[config.mk]
export PLATFORM = sky130hd
export DESIGN_NAME = tmss_scan_sequencer
export DESIGN_NICKNAME = d
export VERILOG_FILES = /design/src/tmss_pkg.sv /design/src/tmss_key_enable.sv /design/src/tmss_ramp_timer.sv /design/src/tmss_scan_sequencer.sv
export SDC_FILE = /design/constraint.sdc
export NUM_CORES = 1
export LEC_CHECK = 0
export ABC_CLOCK_PERIOD_IN_PS = 10440
export BUFFER_PORTS_ARGS = -buffer_cell sky130_fd_sc_hd__clkbuf_2
export CORE_ASPECT_RATIO = 0.7
export CORE_UTILIZATION = 40
export DETAILED_ROUTE_END_ITERATION = 8
export PLACE_DENSITY = 0.69
export SLEW_MARGIN = 15
export SYNTH_ARGS = -nofsm -noshare
export SYNTH_HDL_FRONTEND = slang
export SYNTH_HIERARCHICAL = 1
export SYNTH_SLANG_ARGS = --single-unit
[constraint.sdc]
create_clock -name clk -period 10.44 [get_ports clk]
set_clock_uncertainty 0.2 [all_clocks]
set_input_delay 1.044 -clock clk [delete_from_list [all_inputs] [get_ports clk]]
set_output_delay 1.044 -clock clk [all_outputs]
set_load 0.01 [all_outputs]
[src/tmss_pkg.sv]
`default_nettype none
package tmss_pkg;
    localparam int NUM_X = 8;
    localparam int NUM_Y = 3;
    localparam int NUM_KEYS = 24;
    localparam int KEY_W = 5;
    localparam int LIMIT_SMALL = 16;
    localparam int LIMIT_LARGE = 24;
    localparam int DIL_W = 8;
    localparam int BURST_W = 8;
    localparam int RESULT_W = 16;
    localparam logic [RESULT_W-1:0] RESULT_MAX = 16'hFFFF;
    localparam int CLK_PERIOD_NS = 10;
    localparam int DWELL_NS = 500;
    localparam int DWELL_CYC = DWELL_NS / CLK_PERIOD_NS;
    localparam int LOW_NS = 500;
    localparam int LOW_CYC = (LOW_NS + CLK_PERIOD_NS - 1) / CLK_PERIOD_NS;
    localparam int CLAMP_NS = 1000;
    localparam int CLAMP_CYC = (CLAMP_NS + CLK_PERIOD_NS - 1) / CLK_PERIOD_NS;
    localparam int CNT_W = 8;
    localparam logic [23:0] ENABLE_SMALL_RESET = 24'h00FFFF;
    localparam logic [23:0] ENABLE_LARGE_RESET = 24'hFFFFFF;

    function automatic logic [KEY_W-1:0] tmss_key_num(
        input logic [1:0] y_idx,
        input logic [2:0] x_idx
    );
        tmss_key_num = {y_idx, x_idx};
    endfunction
endpackage
`default_nettype wire

[src/tmss_key_enable.sv]
`default_nettype none
module tmss_key_enable
    import tmss_pkg::*;
(
    input wire logic clk,
    input wire logic reset_n,
    input wire logic large_variant,
    input wire logic [NUM_KEYS*DIL_W-1:0] detect_integrator_limit,
    output logic [NUM_KEYS-1:0] key_enabled,
    output logic [KEY_W-1:0] enabled_count
);
    logic [NUM_KEYS-1:0] want;
    logic [NUM_KEYS-1:0] key_enabled_reg;
    logic [NUM_KEYS-1:0] key_enabled_next;
    logic [KEY_W-1:0] enabled_count_reg;
    logic [KEY_W-1:0] enabled_count_next;
    logic [KEY_W-1:0] limit;
    logic started_reg;
    logic started_next;

    ////////////////////////////////////////////////////////////////////
    always_comb begin
        limit = large_variant ? KEY_W'(LIMIT_LARGE) : KEY_W'(LIMIT_SMALL);
        started_next = 1'b1;
        enabled_count_next = '0;
        key_enabled_next = '0;
        for (int k = 0; k < NUM_KEYS; k++) begin
            want[k] = detect_integrator_limit[k*DIL_W +: DIL_W] != '0; // RQ4
        end
        if (!started_reg) begin
            // Small part enables only the first two lines, and only for the first cycle out of reset
            key_enabled_next = large_variant ? ENABLE_LARGE_RESET
                                             : ENABLE_SMALL_RESET; // RQ5
            key_enabled_next = key_enabled_next & want;
        end else begin
            // Whole load judged at once, so a swap in one load is legal
            for (int k = 0; k < NUM_KEYS; k++) begin
                if (want[k] && enabled_count_next < limit) begin // RQ2
                    key_enabled_next[k] = 1'b1;
                    enabled_count_next = enabled_count_next + 1'b1;
                end
            end
        end
        if (!started_reg) begin
            for (int k = 0; k < NUM_KEYS; k++) begin
                enabled_count_next = enabled_count_next
                    + KEY_W'(key_enabled_next[k]);
            end
        end
    end

    always_ff @(posedge clk or negedge reset_n) begin
        if (!reset_n) begin
            key_enabled_reg <= '0;
            enabled_count_reg <= '0;
            started_reg <= 1'b0;
        end else begin
            key_enabled_reg <= key_enabled_next;
            enabled_count_reg <= enabled_count_next;
            started_reg <= started_next;
        end
    end

    assign key_enabled = key_enabled_reg;
    assign enabled_count = enabled_count_reg;

    a_count_limit: assert property (@(posedge clk) // RQ2
        disable iff (!reset_n)
        enabled_count_reg <= limit)
        else $error("enabled key count above limit");
endmodule
`default_nettype wire

[src/tmss_ramp_timer.sv]
`default_nettype none
module tmss_ramp_timer
    import tmss_pkg::*;
(
    input wire logic clk,
    input wire logic reset_n,
    input wire logic start,
    input wire logic zero_cross,
    output logic busy,
    output logic done,
    output logic [RESULT_W-1:0] count
);
    logic busy_reg;
    logic busy_next;
    logic done_reg;
    logic done_next;
    logic [RESULT_W-1:0] count_reg;
    logic [RESULT_W-1:0] count_next;

    ////////////////////////////////////////////////////////////////////
    always_comb begin
        busy_next = busy_reg;
        done_next = 1'b0;
        count_next = count_reg;
        if (start) begin
            busy_next = 1'b1;
            count_next = '0; // RQ13
        end else if (busy_reg) begin
            // Saturate so a missing crossing cannot hang the scan
            if (zero_cross || count_reg == RESULT_MAX) begin // RQ11 RQ13
                busy_next = 1'b0;
                done_next = 1'b1;
            end else begin
                count_next = count_reg + 1'b1;
            end
        end
    end

    always_ff @(posedge clk or negedge reset_n) begin
        if (!reset_n) begin
            busy_reg <= 1'b0;
            done_reg <= 1'b0;
            count_reg <= '0;
        end else begin
            busy_reg <= busy_next;
            done_reg <= done_next;
            count_reg <= count_next;
        end
    end

    assign busy = busy_reg;
    assign done = done_reg;
    assign count = count_reg;

    a_timer_sat: assert property (@(posedge clk) disable iff (!reset_n) // RQ13
        busy_reg && !start && count_reg == RESULT_MAX |=> done_reg && !busy_reg)
        else $error("ramp timer did not stop at saturation");
    a_timer_clear: assert property (@(posedge clk) // RQ13
        disable iff (!reset_n)
        start |=> count_reg == '0 && busy_reg)
        else $error("ramp timer not cleared at start");
endmodule
`default_nettype wire

[src/tmss_scan_sequencer.sv]
`default_nettype none
// Overview of operation
// [RQ1] Keys sit on 8 drive by 3 receive grid
// [RQ2] Enabled keys capped at 16 or 24
// [RQ3] One timeslot per enabled key only; an enabled key with zero burst length gets none
// [RQ4] Zero integrator limit disables key, skips burst
// [RQ5] Small part enables first two lines at reset
// [RQ6] Start X0 Y0, drive index advances first
// [RQ7] Key number is eight times Y plus X
// [RQ8] Pulse count from key's own burst length
// [RQ9] Finish burst, convert, report, then next key
// [RQ10] Clamp receive line on each falling drive edge
// [RQ11] Clamp, then time ramp to zero crossing
// [RQ12] Fixed 500 ns dwell after rising edge
// [RQ13] Ramp timer clears at start, saturates
module tmss_scan_sequencer
    import tmss_pkg::*;
(
    input wire logic clk,
    input wire logic reset_n,
    input wire logic large_variant,
    input wire logic scan_start,
    input wire logic [tmss_pkg::NUM_KEYS*tmss_pkg::DIL_W-1:0]
        detect_integrator_limit,
    input wire logic [tmss_pkg::NUM_KEYS*tmss_pkg::BURST_W-1:0]
        burst_length_setting,
    input wire logic zero_cross,
    output logic [tmss_pkg::NUM_X-1:0] x_drive,
    output logic [tmss_pkg::NUM_Y-1:0] y_clamp,
    output logic [tmss_pkg::NUM_Y-1:0] y_select,
    output logic result_valid,
    output logic [tmss_pkg::KEY_W-1:0] result_key,
    output logic [tmss_pkg::RESULT_W-1:0] result_data,
    output logic scan_busy,
    output logic scan_done,
    output logic [tmss_pkg::KEY_W-1:0] slot_count
);
    typedef enum logic [6:0] {
        S_IDLE = 7'b0000001,
        S_PICK = 7'b0000010,
        S_HIGH = 7'b0000100,
        S_LOW = 7'b0001000,
        S_CLAMP = 7'b0010000,
        S_RAMP = 7'b0100000,
        S_DONE = 7'b1000000
    } tmss_state_e;

    tmss_state_e state_reg;
    tmss_state_e state_next;
    logic [2:0] x_reg;
    logic [2:0] x_next;
    logic [1:0] y_reg;
    logic [1:0] y_next;
    logic [BURST_W-1:0] pulse_reg;
    logic [BURST_W-1:0] pulse_next;
    logic [CNT_W-1:0] tick_reg;
    logic [CNT_W-1:0] tick_next;
    logic [KEY_W-1:0] slots_reg;
    logic [KEY_W-1:0] slots_next;
    logic valid_reg;
    logic valid_next;
    logic [KEY_W-1:0] rkey_reg;
    logic [KEY_W-1:0] rkey_next;
    logic [RESULT_W-1:0] rdata_reg;
    logic [RESULT_W-1:0] rdata_next;
    logic done_reg;
    logic done_next;
    logic [NUM_KEYS-1:0] key_enabled;
    logic [KEY_W-1:0] enabled_count;
    logic [KEY_W-1:0] cur_key;
    logic [BURST_W-1:0] cur_burst;
    logic timer_start;
    logic timer_busy;
    logic timer_done;
    logic [RESULT_W-1:0] timer_count;
    logic last_key;
    logic [KEY_W-1:0] live_count;

    ////////////////////////////////////////////////////////////////////
    tmss_key_enable u_enable (
        .clk(clk),
        .reset_n(reset_n),
        .large_variant(large_variant),
        .detect_integrator_limit(detect_integrator_limit),
        .key_enabled(key_enabled),
        .enabled_count(enabled_count)
    );

    tmss_ramp_timer u_timer (
        .clk(clk),
        .reset_n(reset_n),
        .start(timer_start),
        .zero_cross(zero_cross),
        .busy(timer_busy),
        .done(timer_done),
        .count(timer_count)
    );

    ////////////////////////////////////////////////////////////////////
    always_comb begin
        cur_key = tmss_key_num(y_reg, x_reg); // RQ7
        cur_burst = burst_length_setting[cur_key*BURST_W +: BURST_W]; // RQ8
        last_key = (cur_key == KEY_W'(NUM_KEYS - 1));
    end

    // Keys that really get a burst: enabled with a nonzero length
    always_comb begin
        live_count = '0;
        for (int k = 0; k < NUM_KEYS; k++) begin
            if (key_enabled[k]
                && burst_length_setting[k*BURST_W +: BURST_W] != '0) begin
                live_count = live_count + 1'b1;
            end
        end
    end

    always_comb begin
        state_next = state_reg;
        x_next = x_reg;
        y_next = y_reg;
        pulse_next = pulse_reg;
        tick_next = tick_reg;
        slots_next = slots_reg;
        valid_next = 1'b0;
        rkey_next = rkey_reg;
        rdata_next = rdata_reg;
        done_next = 1'b0;
        timer_start = 1'b0;
        unique case (state_reg)
            S_IDLE: begin
                if (scan_start) begin
                    x_next = '0; // RQ6
                    y_next = '0;
                    slots_next = '0;
                    state_next = S_PICK;
                end
            end
            S_PICK: begin
                if (key_enabled[cur_key] && cur_burst != '0) begin // RQ3 RQ4
                    pulse_next = cur_burst;
                    tick_next = '0;
                    slots_next = slots_reg + 1'b1;
                    state_next = S_HIGH;
                end else if (last_key) begin
                    state_next = S_DONE;
                end else if (x_reg == 3'(NUM_X - 1)) begin // RQ6
                    x_next = '0;
                    y_next = y_reg + 1'b1;
                end else begin
                    x_next = x_reg + 1'b1;
                end
            end
            S_HIGH: begin
                // Dwell is a constant so charge capture is not tunable
                if (tick_reg == CNT_W'(DWELL_CYC - 1)) begin // RQ12
                    tick_next = '0;
                    pulse_next = pulse_reg - 1'b1;
                    state_next = S_LOW;
                end else begin
                    tick_next = tick_reg + 1'b1;
                end
            end
            S_LOW: begin
                if (tick_reg == CNT_W'(LOW_CYC - 1)) begin
                    tick_next = '0;
                    state_next = (pulse_reg == '0) ? S_CLAMP : S_HIGH; // RQ9
                end else begin
                    tick_next = tick_reg + 1'b1;
                end
            end
            S_CLAMP: begin
                if (tick_reg == CNT_W'(CLAMP_CYC - 1)) begin // RQ11
                    timer_start = 1'b1;
                    state_next = S_RAMP;
                end else begin
                    tick_next = tick_reg + 1'b1;
                end
            end
            S_RAMP: begin
                if (timer_done) begin
                    valid_next = 1'b1; // RQ9
                    rkey_next = cur_key;
                    rdata_next = timer_count;
                    if (last_key) begin
                        state_next = S_DONE;
                    end else begin
                        state_next = S_PICK;
                        if (x_reg == 3'(NUM_X - 1)) begin
                            x_next = '0;
                            y_next = y_reg + 1'b1;
                        end else begin
                            x_next = x_reg + 1'b1;
                        end
                    end
                end
            end
            S_DONE: begin
                done_next = 1'b1;
                state_next = S_IDLE;
            end
            default: begin
                state_next = S_IDLE;
            end
        endcase
    end

    always_ff @(posedge clk or negedge reset_n) begin
        if (!reset_n) begin
            state_reg <= S_IDLE;
            x_reg <= '0;
            y_reg <= '0;
            pulse_reg <= '0;
            tick_reg <= '0;
            slots_reg <= '0;
            valid_reg <= 1'b0;
            rkey_reg <= '0;
            rdata_reg <= '0;
            done_reg <= 1'b0;
        end else begin
            state_reg <= state_next;
            x_reg <= x_next;
            y_reg <= y_next;
            pulse_reg <= pulse_next;
            tick_reg <= tick_next;
            slots_reg <= slots_next;
            valid_reg <= valid_next;
            rkey_reg <= rkey_next;
            rdata_reg <= rdata_next;
            done_reg <= done_next;
        end
    end

    ////////////////////////////////////////////////////////////////////
    // Pins decoded from state; only the active lines ever move
    always_comb begin
        x_drive = '0;
        y_clamp = '0;
        y_select = '0;
        if (state_reg == S_HIGH) begin
            x_drive[x_reg] = 1'b1; // RQ1
        end
        if (state_reg == S_HIGH || state_reg == S_LOW
            || state_reg == S_CLAMP || state_reg == S_RAMP) begin
            y_select[y_reg] = 1'b1;
        end
        if (state_reg == S_LOW || state_reg == S_CLAMP) begin
            y_clamp[y_reg] = 1'b1; // RQ10 RQ11
        end
    end

    assign result_valid = valid_reg;
    assign result_key = rkey_reg;
    assign result_data = rdata_reg;
    assign scan_busy = (state_reg != S_IDLE);
    assign scan_done = done_reg;
    assign slot_count = slots_reg;

    ////////////////////////////////////////////////////////////////////
    // Dwell pinned to the cycle; a loose window would hide a drift
    a_dwell_fixed: assert property (@(posedge clk) // RQ12
        disable iff (!reset_n)
        $rose(state_reg == S_HIGH) |-> ##49 state_reg == S_HIGH
        ##1 state_reg == S_LOW)
        else $error("dwell length wrong");
    a_fall_clamp: assert property (@(posedge clk) // RQ10
        disable iff (!reset_n)
        state_reg == S_HIGH ##1 state_reg == S_LOW |-> y_clamp[y_reg]
        && x_drive == '0)
        else $error("no clamp after falling drive edge");
    a_clamp_no_drive: assert property (@(posedge clk) // RQ10
        disable iff (!reset_n)
        y_clamp != '0 |-> x_drive == '0)
        else $error("receive line clamped while drive high");
    a_slot_match: assert property (@(posedge clk) // RQ3
        disable iff (!reset_n)
        scan_done |-> slot_count == live_count)
        else $error("timeslots differ from enabled keys");
    a_skip_off: assert property (@(posedge clk) disable iff (!reset_n) // RQ4
        state_reg == S_PICK && !key_enabled[cur_key] |=> state_reg != S_HIGH)
        else $error("burst on disabled key");
    a_key_number: assert property (@(posedge clk) disable iff (!reset_n) // RQ7
        result_valid |-> result_key == $past(cur_key))
        else $error("result key number mismatch");
    a_key_range: assert property (@(posedge clk) // RQ7
        disable iff (!reset_n)
        result_valid |-> result_key <= KEY_W'(NUM_KEYS - 1))
        else $error("result key outside grid");
    a_scan_origin: assert property (@(posedge clk) // RQ6
        disable iff (!reset_n)
        state_reg == S_IDLE && scan_start |=> x_reg == 3'h0 && y_reg == 2'h0)
        else $error("scan not starting at origin");
    a_one_burst: assert property (@(posedge clk) // RQ9
        disable iff (!reset_n)
        state_reg == S_RAMP |-> x_drive == '0
        && (timer_busy || timer_done))
        else $error("drive during conversion");
    a_done_idle: assert property (@(posedge clk) // RQ9
        disable iff (!reset_n)
        scan_done |-> !scan_busy && !result_valid)
        else $error("scan end flagged while still busy");
    a_burst_len: assert property (@(posedge clk) // RQ8
        disable iff (!reset_n)
        state_reg == S_PICK && state_next == S_HIGH |=>
        pulse_reg == $past(cur_burst))
        else $error("burst length not loaded");
    a_clamp_len: assert property (@(posedge clk) // RQ11
        disable iff (!reset_n)
        $rose(state_reg == S_CLAMP) |-> ##99 state_reg == S_CLAMP
        ##1 state_reg == S_RAMP)
        else $error("post-burst clamp length wrong");
    a_ramp_open: assert property (@(posedge clk) // RQ11
        disable iff (!reset_n)
        state_reg == S_RAMP |-> y_clamp == '0 && y_select[y_reg])
        else $error("receive line not released for ramp");
    a_single_line: assert property (@(posedge clk) // RQ1
        disable iff (!reset_n)
        $onehot0(x_drive) && $onehot0(y_clamp) && $onehot0(y_select))
        else $error("more than one matrix line active");
endmodule
`default_nettype wire

# After elaboration in Yosys (flattened, before gate mapping)

Cells that the tools add are included.

Output and inout port bits: 43
Input port bits: 389
Flip-flop bits (word level): 99

Shift operators: 1
Add/subtract/negate cells: 28
Bitwise gates (word level): 1
Reduce and logical (&&, ||, !) cells: 71
Muxes and demuxes: 128
Eq/ne operators: 23
Magnitude comparators: 29

Operators by type and width:

| operator                                                         | number |
|---|---|
| 5-bit two-way mux                                                | 48 |
| 8-bit nonzero test                                               | 25 |
| 192-bit by 9-bit variable part select with 8-bit output          | 1 |
| 5-bit by 1-bit adder with 5-bit output (second input constant)   | 23 |
| 5-bit < comparator                                               | 23 |
| 7-bit two-way mux                                                | 8 |
| 16-bit two-way mux                                               | 3 |
| 24-bit two-way mux                                               | 2 |
| 8-bit two-way mux                                                | 6 |
| 7-bit one-hot mux with 6 select lines                            | 1 |
| 1-bit two-way mux                                                | 39 |
| 1-bit logical AND                                                | 27 |
| 24-bit AND                                                       | 1 |
| 8-bit one-hot mux with 3 select lines                            | 1 |
| 3-bit two-way mux                                                | 7 |
| 16-bit by 1-bit adder with 16-bit output (second input constant) | 1 |
| 16-bit == test (second input constant)                           | 1 |
| 2-bit != test (second input constant)                            | 8 |
| 8-bit one-hot mux with 2 select lines                            | 1 |
| 2-bit two-way mux                                                | 5 |
| 5-bit one-hot mux with 2 select lines                            | 1 |
| 3-bit one-hot mux with 3 select lines                            | 1 |
| 3-bit AND reduction                                              | 3 |
| 8-bit by 1-bit adder with 8-bit output (second input constant)   | 1 |
| other kinds (36)                                                 | 44 |

# Logic depth before layout (Yosys ltp)

Gate-level depths: netlist of run 1.

Depth after elaboration: 97
Depth in mapped cells: 73
Depth with buffers taken out: 72

# Cells and area by module

Netlist of run 1, hierarchy kept.

By module, submodules not included:

| module              | instances | area an instance (sq um) | cells each |
|---|---|---|---|
| tmss_key_enable     | 1         | 6412.4                   | 771 |
| tmss_scan_sequencer | 1         | 4926.0                   | 540 |
| tmss_ramp_timer     | 1         | 1012.2                   | 105 |

# Worst setup path before layout of run 1

Ideal clock, no wire load.

Kind: in2reg
Start point: input port detect_integrator_limit[11] (netlist name)
End point: register, netlist name u_enable/enabled_count[4]
Setup time: 0.135 ns
Path buffers: 1
Data required time: 10.105 ns
Arrival time: 18.217 ns
Path slack: -8.112 ns
Cell stages on the path: 80
Cell sequence: nor4_1 > nand2_1 > inv_1 > ha_1 > inv_1 > a21oi_1 > a2111oi_0 > nor2_1 > ha_1 > o21ai_1 > o31ai_1 > ha_1 > inv_1 > a211oi_1 > a41oi_2 > nand2_1 > nor4_1 > a211oi_1 > [44 not listed] > nand2_1 > o31a_1 > a21oi_2 > xnor2_1 > nand2_1 > fa_1 > fa_1 > fa_1 > fa_1 > inv_1 > fa_1 > inv_1 > fa_1 > inv_1 > a21o_1 > a21oi_1 > xnor2_1 > a21oi_1

RTL lines:

| what        | RTL line                  | text |
|---|---|---|
| from (decl) | tmss_scan_sequencer.sv:24 | `detect_integrator_limit,` |

# Worst setup path after layout of run 1

Start point: input port detect_integrator_limit[7] (netlist name)
End point: register u_enable.key_enabled_reg[23], in the netlist u_enable/key_enabled[23]

Word-level cells in the longest chain between the ends: 96
Elaborated cells on any way between the ends: 118
Those cells by class: add/sub: 22; order compare: 23; mux: 48; reduce/logical: 25

Ends and longest elaborated chain:

| what                              | RTL line              | text |
|---|---|---|
| 8-bit nonzero test (*)            | tmss_key_enable.sv:28 | `want[k] = detect_integrator_limit[k*DIL_W +: DIL_W] != '0;` |
| 1-bit logical AND (*)             | tmss_key_enable.sv:38 | `if (want[k] && enabled_count_next < limit) begin` |
| 1-bit two-way mux (*)             | tmss_key_enable.sv:38 |  |
| 5-bit two-way mux (*)             | tmss_key_enable.sv:30 | `if (!started_reg) begin` |
| 5-bit < comparator                | tmss_key_enable.sv:38 |  |
| 1-bit logical AND                 | tmss_key_enable.sv:38 |  |
| 5-bit two-way mux (*)             | tmss_key_enable.sv:38 |  |
| 5-bit two-way mux (*)             | tmss_key_enable.sv:30 |  |
| [81 not listed]                   | -                     |  |
| 1-bit logical AND                 | tmss_key_enable.sv:38 |  |
| 5-bit two-way mux (*)             | tmss_key_enable.sv:38 |  |
| 5-bit two-way mux (*)             | tmss_key_enable.sv:30 |  |
| 5-bit < comparator (*)            | tmss_key_enable.sv:38 |  |
| 1-bit logical AND (*)             | tmss_key_enable.sv:38 |  |
| 1-bit two-way mux (*)             | tmss_key_enable.sv:38 |  |
| 24-bit two-way mux (*)            | tmss_key_enable.sv:30 |  |
| net u_enable.key_enabled_next[23] | tmss_key_enable.sv:14 | `logic [NUM_KEYS-1:0] key_enabled_next;` |
| to (signal assigned)              | tmss_key_enable.sv:58 | `key_enabled_reg <= key_enabled_next;` |
| to (decl)                         | tmss_key_enable.sv:13 | `logic [NUM_KEYS-1:0] key_enabled_reg;` |

The timed path passes the listed nets; every way through them passes the cells marked *. The select of a mux whose other input is x is not followed.
A chain may end at the register's enable or synchronous reset.

==> results of run 1 <==
[metrics by stage]
stage / instances / util / hold WS (ns) / cell area (um^2)
6_report: 2377 / 0.630 / 0.279 / 17500
5_1_grt: 2377 / 0.630 / 0.304 / 17500
4_1_cts: 2355 / 0.609 / 0.282 / 16900
3_5_place_dp: 2313 / 0.579 / 0.265 / 16100
3_3_place_gp: 2313 / 0.579 / 0.263 / 16100
2_1_floorplan: 1302 / - / 0.250 / 11800
[area by class of cell]
cell class / instances / area share
Multi-Input combinational cell: 1104 / 0.545
Tap cell: 371 / 0.0266
Clock inverter: 4 / 0.00193
Antenna cell: 3 / 0.000429
Timing Repair Buffer: 736 / 0.259
Sequential cell: 99 / 0.142
Inverter: 48 / 0.0105
Clock buffer: 12 / 0.0147
[cell usage in the layout (no fill, tap or decap), drive strengths merged, types with 20 or more instances in the layout]
cell and instances:
xnor2 28, ha 33, a21oi 69, and2 24, mux4 22, a211oi 20, mux2i 64, nor3 29
nor2 72, nor4 56, clkbuf 441, or4 21, inv 48, buf 307, mux2 35, a31oi 24
nand2 167, nand3 30, dfrtp 98, o31ai 24, o21ai 73
[metal layers]
| metal | wire length (um) | part of all wire | up-vias |
|---|---|---|---|
| li1 | - | - | 6438 |
| met1 | 19400 | 0.43 | 6575 |
| met2 | 21500 | 0.47 | 640 |
| met3 | 3230 | 0.071 | 105 |
| met4 | 1280 | 0.028 | 0 |
| met5 | 0 | 0 | - |
[worst min-delay path by stage]
stage	start	to	slack [ns]
after floorplan	tick_reg[7]	tick_reg[7]	0.25
after global placement	result_data[5]	result_data[5]	0.26
after detailed placement	result_data[15]	result_data[15]	0.27
after CTS	result_data[15]	result_data[15]	0.28
after global routing	result_data[2]	result_data[2]	0.30
final	result_data[15]	result_data[15]	0.28
[worst reg2reg max path, delay by kind of cell (launching register included)]
family	cells	cell delay, ns
compound gates	5	1.68
buf+inv	2	1.16
simple gates	1	0.20
flops	1	0.90
mux	1	0.28
[timing repair]
action | 4_1_cts | 5_1_grt
resized for setup | 74 | 84
setup buffers | 26 | 20
pin swaps | 50 | 42
endpoints found under the setup margin | 7 | 8
==> impl_metrics.csv, run 1 <==
group,metric,value,unit
setup_path,timing.critical_path.arrival,13.54,ns
sta,finalWorstPathRequiredPeriod,13.47,ns
placement,numPortBuffers,431,
setup_path,timing.critical_path.required,10.51,ns
detailed_routing,route.detailed.vias_per_inst,5.79,
logic_synthesis,syn_area_per_cell,8.66,um^2
setup_path,cp-startpoint,"detect_integrator_limit[7]",
die,die_x,203,um
clock_tree,cts_tree,"yes",
cells_and_area,flip_flop_count_of_the_largest_register_all_copies_and_words_added,24,
cells_and_area,fillers,2320,
clock_tree,clockBufferDepth,2,
die,std_cell_rows,51,
setup_path,timing.critical_path.max_delay_family,"compound AO/OA/AOI/OAI gates",
clock_tree,cts_made_buffers,9,
logic_synthesis,synth.cell_area,11300,um^2
setup_path,timing.critical_path.to_type,"flop",
grt,grt_start_max_net_pins,73,
sta,timing.final.hold_violations,0,
setup_path,r2r_setup_slack,5.93,ns
detailed_routing,finalWirelength,45.4,mm
die,placeableCoreArea,27800,um^2
detailed_routing,first_pass_iters,9,
setup_path,critical_path_depth,72,
grt,global_route.usage.met2,0.505,
sta,max_slew_margin,0.349,
sta,fmax_achieved,0.0742,GHz
setup_path,worst_setup_path_start_kind,"input port",
die,fp.dieArea,28900,um^2
logic_synthesis,netlist_instances,1302,
setup_path,worstPathBufferInverterCount,8,
setup_path,timing.critical_path.mode_cell,"sky130_fd_sc_hd__ha_4",
setup_path,setup.worst_path.class,"input port to flop",
die,floorplan.io_pins,432,
sta,worstMarginPinSlew,0.977,ns
grt,grt_overflow,0,
setup_path,worst_path_largest_cell_delay,0.41,ns
setup_path,endpoint,"u_enable/key_enabled[23]",
detailed_routing,drt.antenna.violating_nets,0,
cells_and_area,post_route_cells_drive_above_1_share,0.527,
logic_synthesis,synthesis.yosys.warnings,6,
setup_path,critPathSlowestCell,"sky130_fd_sc_hd__nor4_4",
grt,grt_pass1_wl,68.3,mm
outcome,run_status,"complete, but fails checks",
sta,post-route-period-util,1.29,
placement,pre_cts_ws,-3.55,ns
placement,place.gp.congestion,0.911,
setup_path,critical_path_peak_fanout,5,
clock_tree,cts.htree.levels,3,
grt,groute.usage.overall,0.296,
cells_and_area,layout.area.seq,2480,um^2
placement,dp_hpwl,34.8,mm
clock_tree,tritoncts_num_sinks,99,
clock_tree,insertion_delay,0.34,ns
grt,met1_usage,0.393,
detailed_routing,starting_drc_count_in_detailed_routing,1199,
grt,grt_antenna_before_repair,3,
sta,slew_violations,0,
hold_path,worst_hold_class,"flop to flop",
grt,via_count_of_the_first_global_routing_pass,13100,
sta,rsz0062_at_grt,"true",
die,dieHeight,142,um
grt,grt_util_met3,0.0380,
die,initial_core_util,0.406,
detailed_routing,wl_per_cell,19.1,um
sta,setup_violations,7,
cells_and_area,final_net_count,2420,
clock_tree,cts_root_buffer,"sky130_fd_sc_hd__clkbuf_16",
detailed_routing,routed-via-count,13800,
setup_path,crit-reg2reg-launch,"x_reg[0]",
setup_path,r2r.worst_path.cells,9,
clock_tree,post_cts_hold_buffer_count,0,
grt,routing_layer_with_the_top_usage_in_global_route,"met2",
detailed_routing,drc_errors,1,
run,maxCapViolations,0,
clock_tree,clk_transition_reported_paths,0.07,ns
outcome,violations,"DRC, setup timing",
sta,timing.setup.tns,-12.59,ns
cells_and_area,layout-area-overhead-vs-synth,55.0,%
logic_synthesis,synth_fp_nets,1724,
cells_and_area,multi_input_comb_area,9530,um^2
sta,worst_slack,-3.03,ns
setup_path,reg2reg_to,"pulse_reg[1]",
hold_path,hold_depth,2,
Power of run 1 is not shown: default switching activity piles up to over one toggle a cycle in this logic, so the estimate is an artifact.
==> inputs of run 2 (changes only) <==
--- a/config.mk
+++ b/config.mk
@@ -7,10 +7,11 @@
 export LEC_CHECK = 0
 export ABC_CLOCK_PERIOD_IN_PS = 10440
 export BUFFER_PORTS_ARGS = -buffer_cell sky130_fd_sc_hd__clkbuf_2
-export CORE_ASPECT_RATIO = 0.7
 export CORE_UTILIZATION = 40
 export DETAILED_ROUTE_END_ITERATION = 8
 export PLACE_DENSITY = 0.69
+export REMOVE_ABC_BUFFERS = 1
+export SKIP_LAST_GASP = 1
 export SLEW_MARGIN = 15
 export SYNTH_ARGS = -nofsm -noshare
 export SYNTH_HDL_FRONTEND = slang
==> impl_metrics.csv, run 2 (synthesized netlist as in run 1, its figures left out) <==
group,metric,value,unit
detailed_routing,drc_errors,0,
detailed_routing,routed-via-count,13800,
setup_path,setup.worst_path.class,"input port to flop",
setup_path,critical_path_peak_fanout,4,
cells_and_area,post_route_cells_drive_above_1_share,0.530,
grt,grt_start_max_net_pins,63,
die,floorplan.io_pins,432,
die,std_cell_rows,61,
cells_and_area,flip_flop_count_of_the_largest_register_all_copies_and_words_added,24,
placement,placedInstanceArea,15500,um^2
cells_and_area,top_library_cells_by_usage_in_the_layout_fill_and_taps_aside,"sky130_fd_sc_hd__clkbuf_2 (424), sky130_fd_sc_hd__buf_4 (310), sky130_fd_sc_hd__nand2_1 (157), sky130_fd_sc_hd__dfrtp_1 (96)",
setup_path,cp-startpoint,"detect_integrator_limit[1]",
placement,dp_hpwl,34.1,mm
clock_tree,insertion_delay,0.36,ns
detailed_routing,first_pass_iters,5,
cells_and_area,mostFrequentLayoutCell,"sky130_fd_sc_hd__clkbuf_2",
sta,setup_violations,7,
grt,grt_antenna_before_repair,2,
sta,post-route-period-util,1.30,
clock_tree,cts_made_buffers,9,
cells_and_area,final_net_count,2444,
detailed_routing,wl_per_cell,19.1,um
die,initial_core_util,0.406,
setup_path,worst_setup_path_start_kind,"input port",
hold_path,hold_path_startpoint,"result_data[1]",
setup_path,crit-reg2reg-launch,"x_reg[0]",
clock_tree,cts.htree.levels,3,
run,maxCapViolations,0,
clock_tree,clockBufferDepth,2,
setup_path,worst_path_largest_cell_delay,0.39,ns
detailed_routing,drt.antenna.violating_nets,0,
clock_tree,cts_root_buffer,"sky130_fd_sc_hd__clkbuf_16",
cells_and_area,layout-area-overhead-vs-synth,57.2,%
placement,numPortBuffers,431,
sta,max_slew_margin,0.312,
cells_and_area,fillers,2272,
sta,worstMarginPinSlew,1.03,ns
sta,timing.final.hold_violations,0,
hold_path,worst_hold_class,"flop to flop",
setup_path,timing.critical_path.required,10.48,ns
clock_tree,clk_transition_reported_paths,0.08,ns
die,fp.dieArea,28900,um^2
outcome,violations,"setup timing",
setup_path,critPathSlowestCell,"sky130_fd_sc_hd__a2111oi_4",
outcome,run_status,"complete, but fails checks",
clock_tree,cts_tree,"yes",
setup_path,timing.critical_path.mode_cell,"sky130_fd_sc_hd__ha_4",
detailed_routing,route.detailed.vias_per_inst,5.75,
die,placeableCoreArea,27800,um^2
detailed_routing,starting_drc_count_in_detailed_routing,895,
detailed_routing,finalWirelength,46.0,mm
sta,finalWorstPathRequiredPeriod,13.58,ns
grt,grt_pass1_wl,67.1,mm
sta,rsz0062_at_grt,"true",
die,dieHeight,170,um
cells_and_area,finalCoreUtilization,0.638,
setup_path,timing.critical_path.arrival,13.62,ns
sta,fmax_achieved,0.0736,GHz
setup_path,timing.critical_path.to_type,"flop",
sta,worst_slack,-3.14,ns
die,die_x,170,um
grt,groute.usage.overall,0.297,
placement,place.gp.congestion,0.923,
sta,slew_violations,0,
clock_tree,tritoncts_num_sinks,99,
cells_and_area,layout.cell_area.non_filler,17700,um^2
grt,grt_overflow,0,
grt,via_count_of_the_first_global_routing_pass,13100,
==> run 2: cell types whose count changed in the layout (fill, tap and decap cells not counted), sizes merged <==
cell / delta
buf: +26
clkbuf: -4
clkinv: +2
diode: -1
==> run 2: final timing paths <==
check                           slack [ns]                       end  cells past startpoint
worst max-delay path                 -3.14  u_enable/key_enabled[23]                     73
worst min-delay path                  0.28            result_data[1]                      2
worst max register to register        6.09              pulse_reg[2]                      9
max in group asynchronous             8.33                  x_reg[0]                      2
worst min register to register        0.28            result_data[1]                      2
min in group asynchronous             0.45           result_data[12]                      1
==> run 2: critical path, delay by kind of cell <==
family	cells	cell delay, ns
XOR/XNOR	4	0.57
AO/OA/AOI/OAI	28	4.66
AND/OR/NAND/NOR	13	1.56
buffers and inverters	11	1.44
adder cells (fa/ha/maj)	11	2.38
multiplexers	6	1.93
==> run 2: timing repair <==
item / in CTS / in global routing
setup endpoints to repair: 8 / 8
pin swaps: 84 / 81
setup buffers: 47 / 31
gates resized for setup: 174 / 85
hold buffers: 0 / 0
==> run 2: layer usage <==
layer / vias to the layer above / GRT usage / share of wire
met1: 6604 / 0.379 / 0.40
met3: 108 / 0.0556 / 0.080
met4: 0 / 0.102 / 0.029
met2: 650 / 0.502 / 0.49
met5: - / 0 / 0
li1: 6473 / - / -
==> run 2: per-stage QoR <==
stage | cells | setup slack (ns) | hold WS [ns] | setup TNS [ns]
3_5_place_dp | 2313 | -4.44 | 0.265 | -22.15
6_report | 2407 | -3.14 | 0.276 | -13.04
3_3_place_gp | 2313 | -4.10 | 0.262 | -19.73
2_1_floorplan | 1251 | -4.54 | 0.250 | -21.79
5_1_grt | 2406 | -3.64 | 0.304 | -16.20
4_1_cts | 2374 | -2.96 | 0.282 | -12.18
==> run 2: cell type report <==
class,instances,area (um^2),share of cell area
multi-input combinational,1104,9530,0.538
timing repair buffer,760,4750,0.268
sequential,99,2480,0.140
tap,378,473,0.0267
clock buffer,10,239,0.0135
inverter,48,180,0.0102
clock inverter,6,61.3,0.00346
antenna,2,5.00,0.000282
Power of run 2 is left out for the same reason.
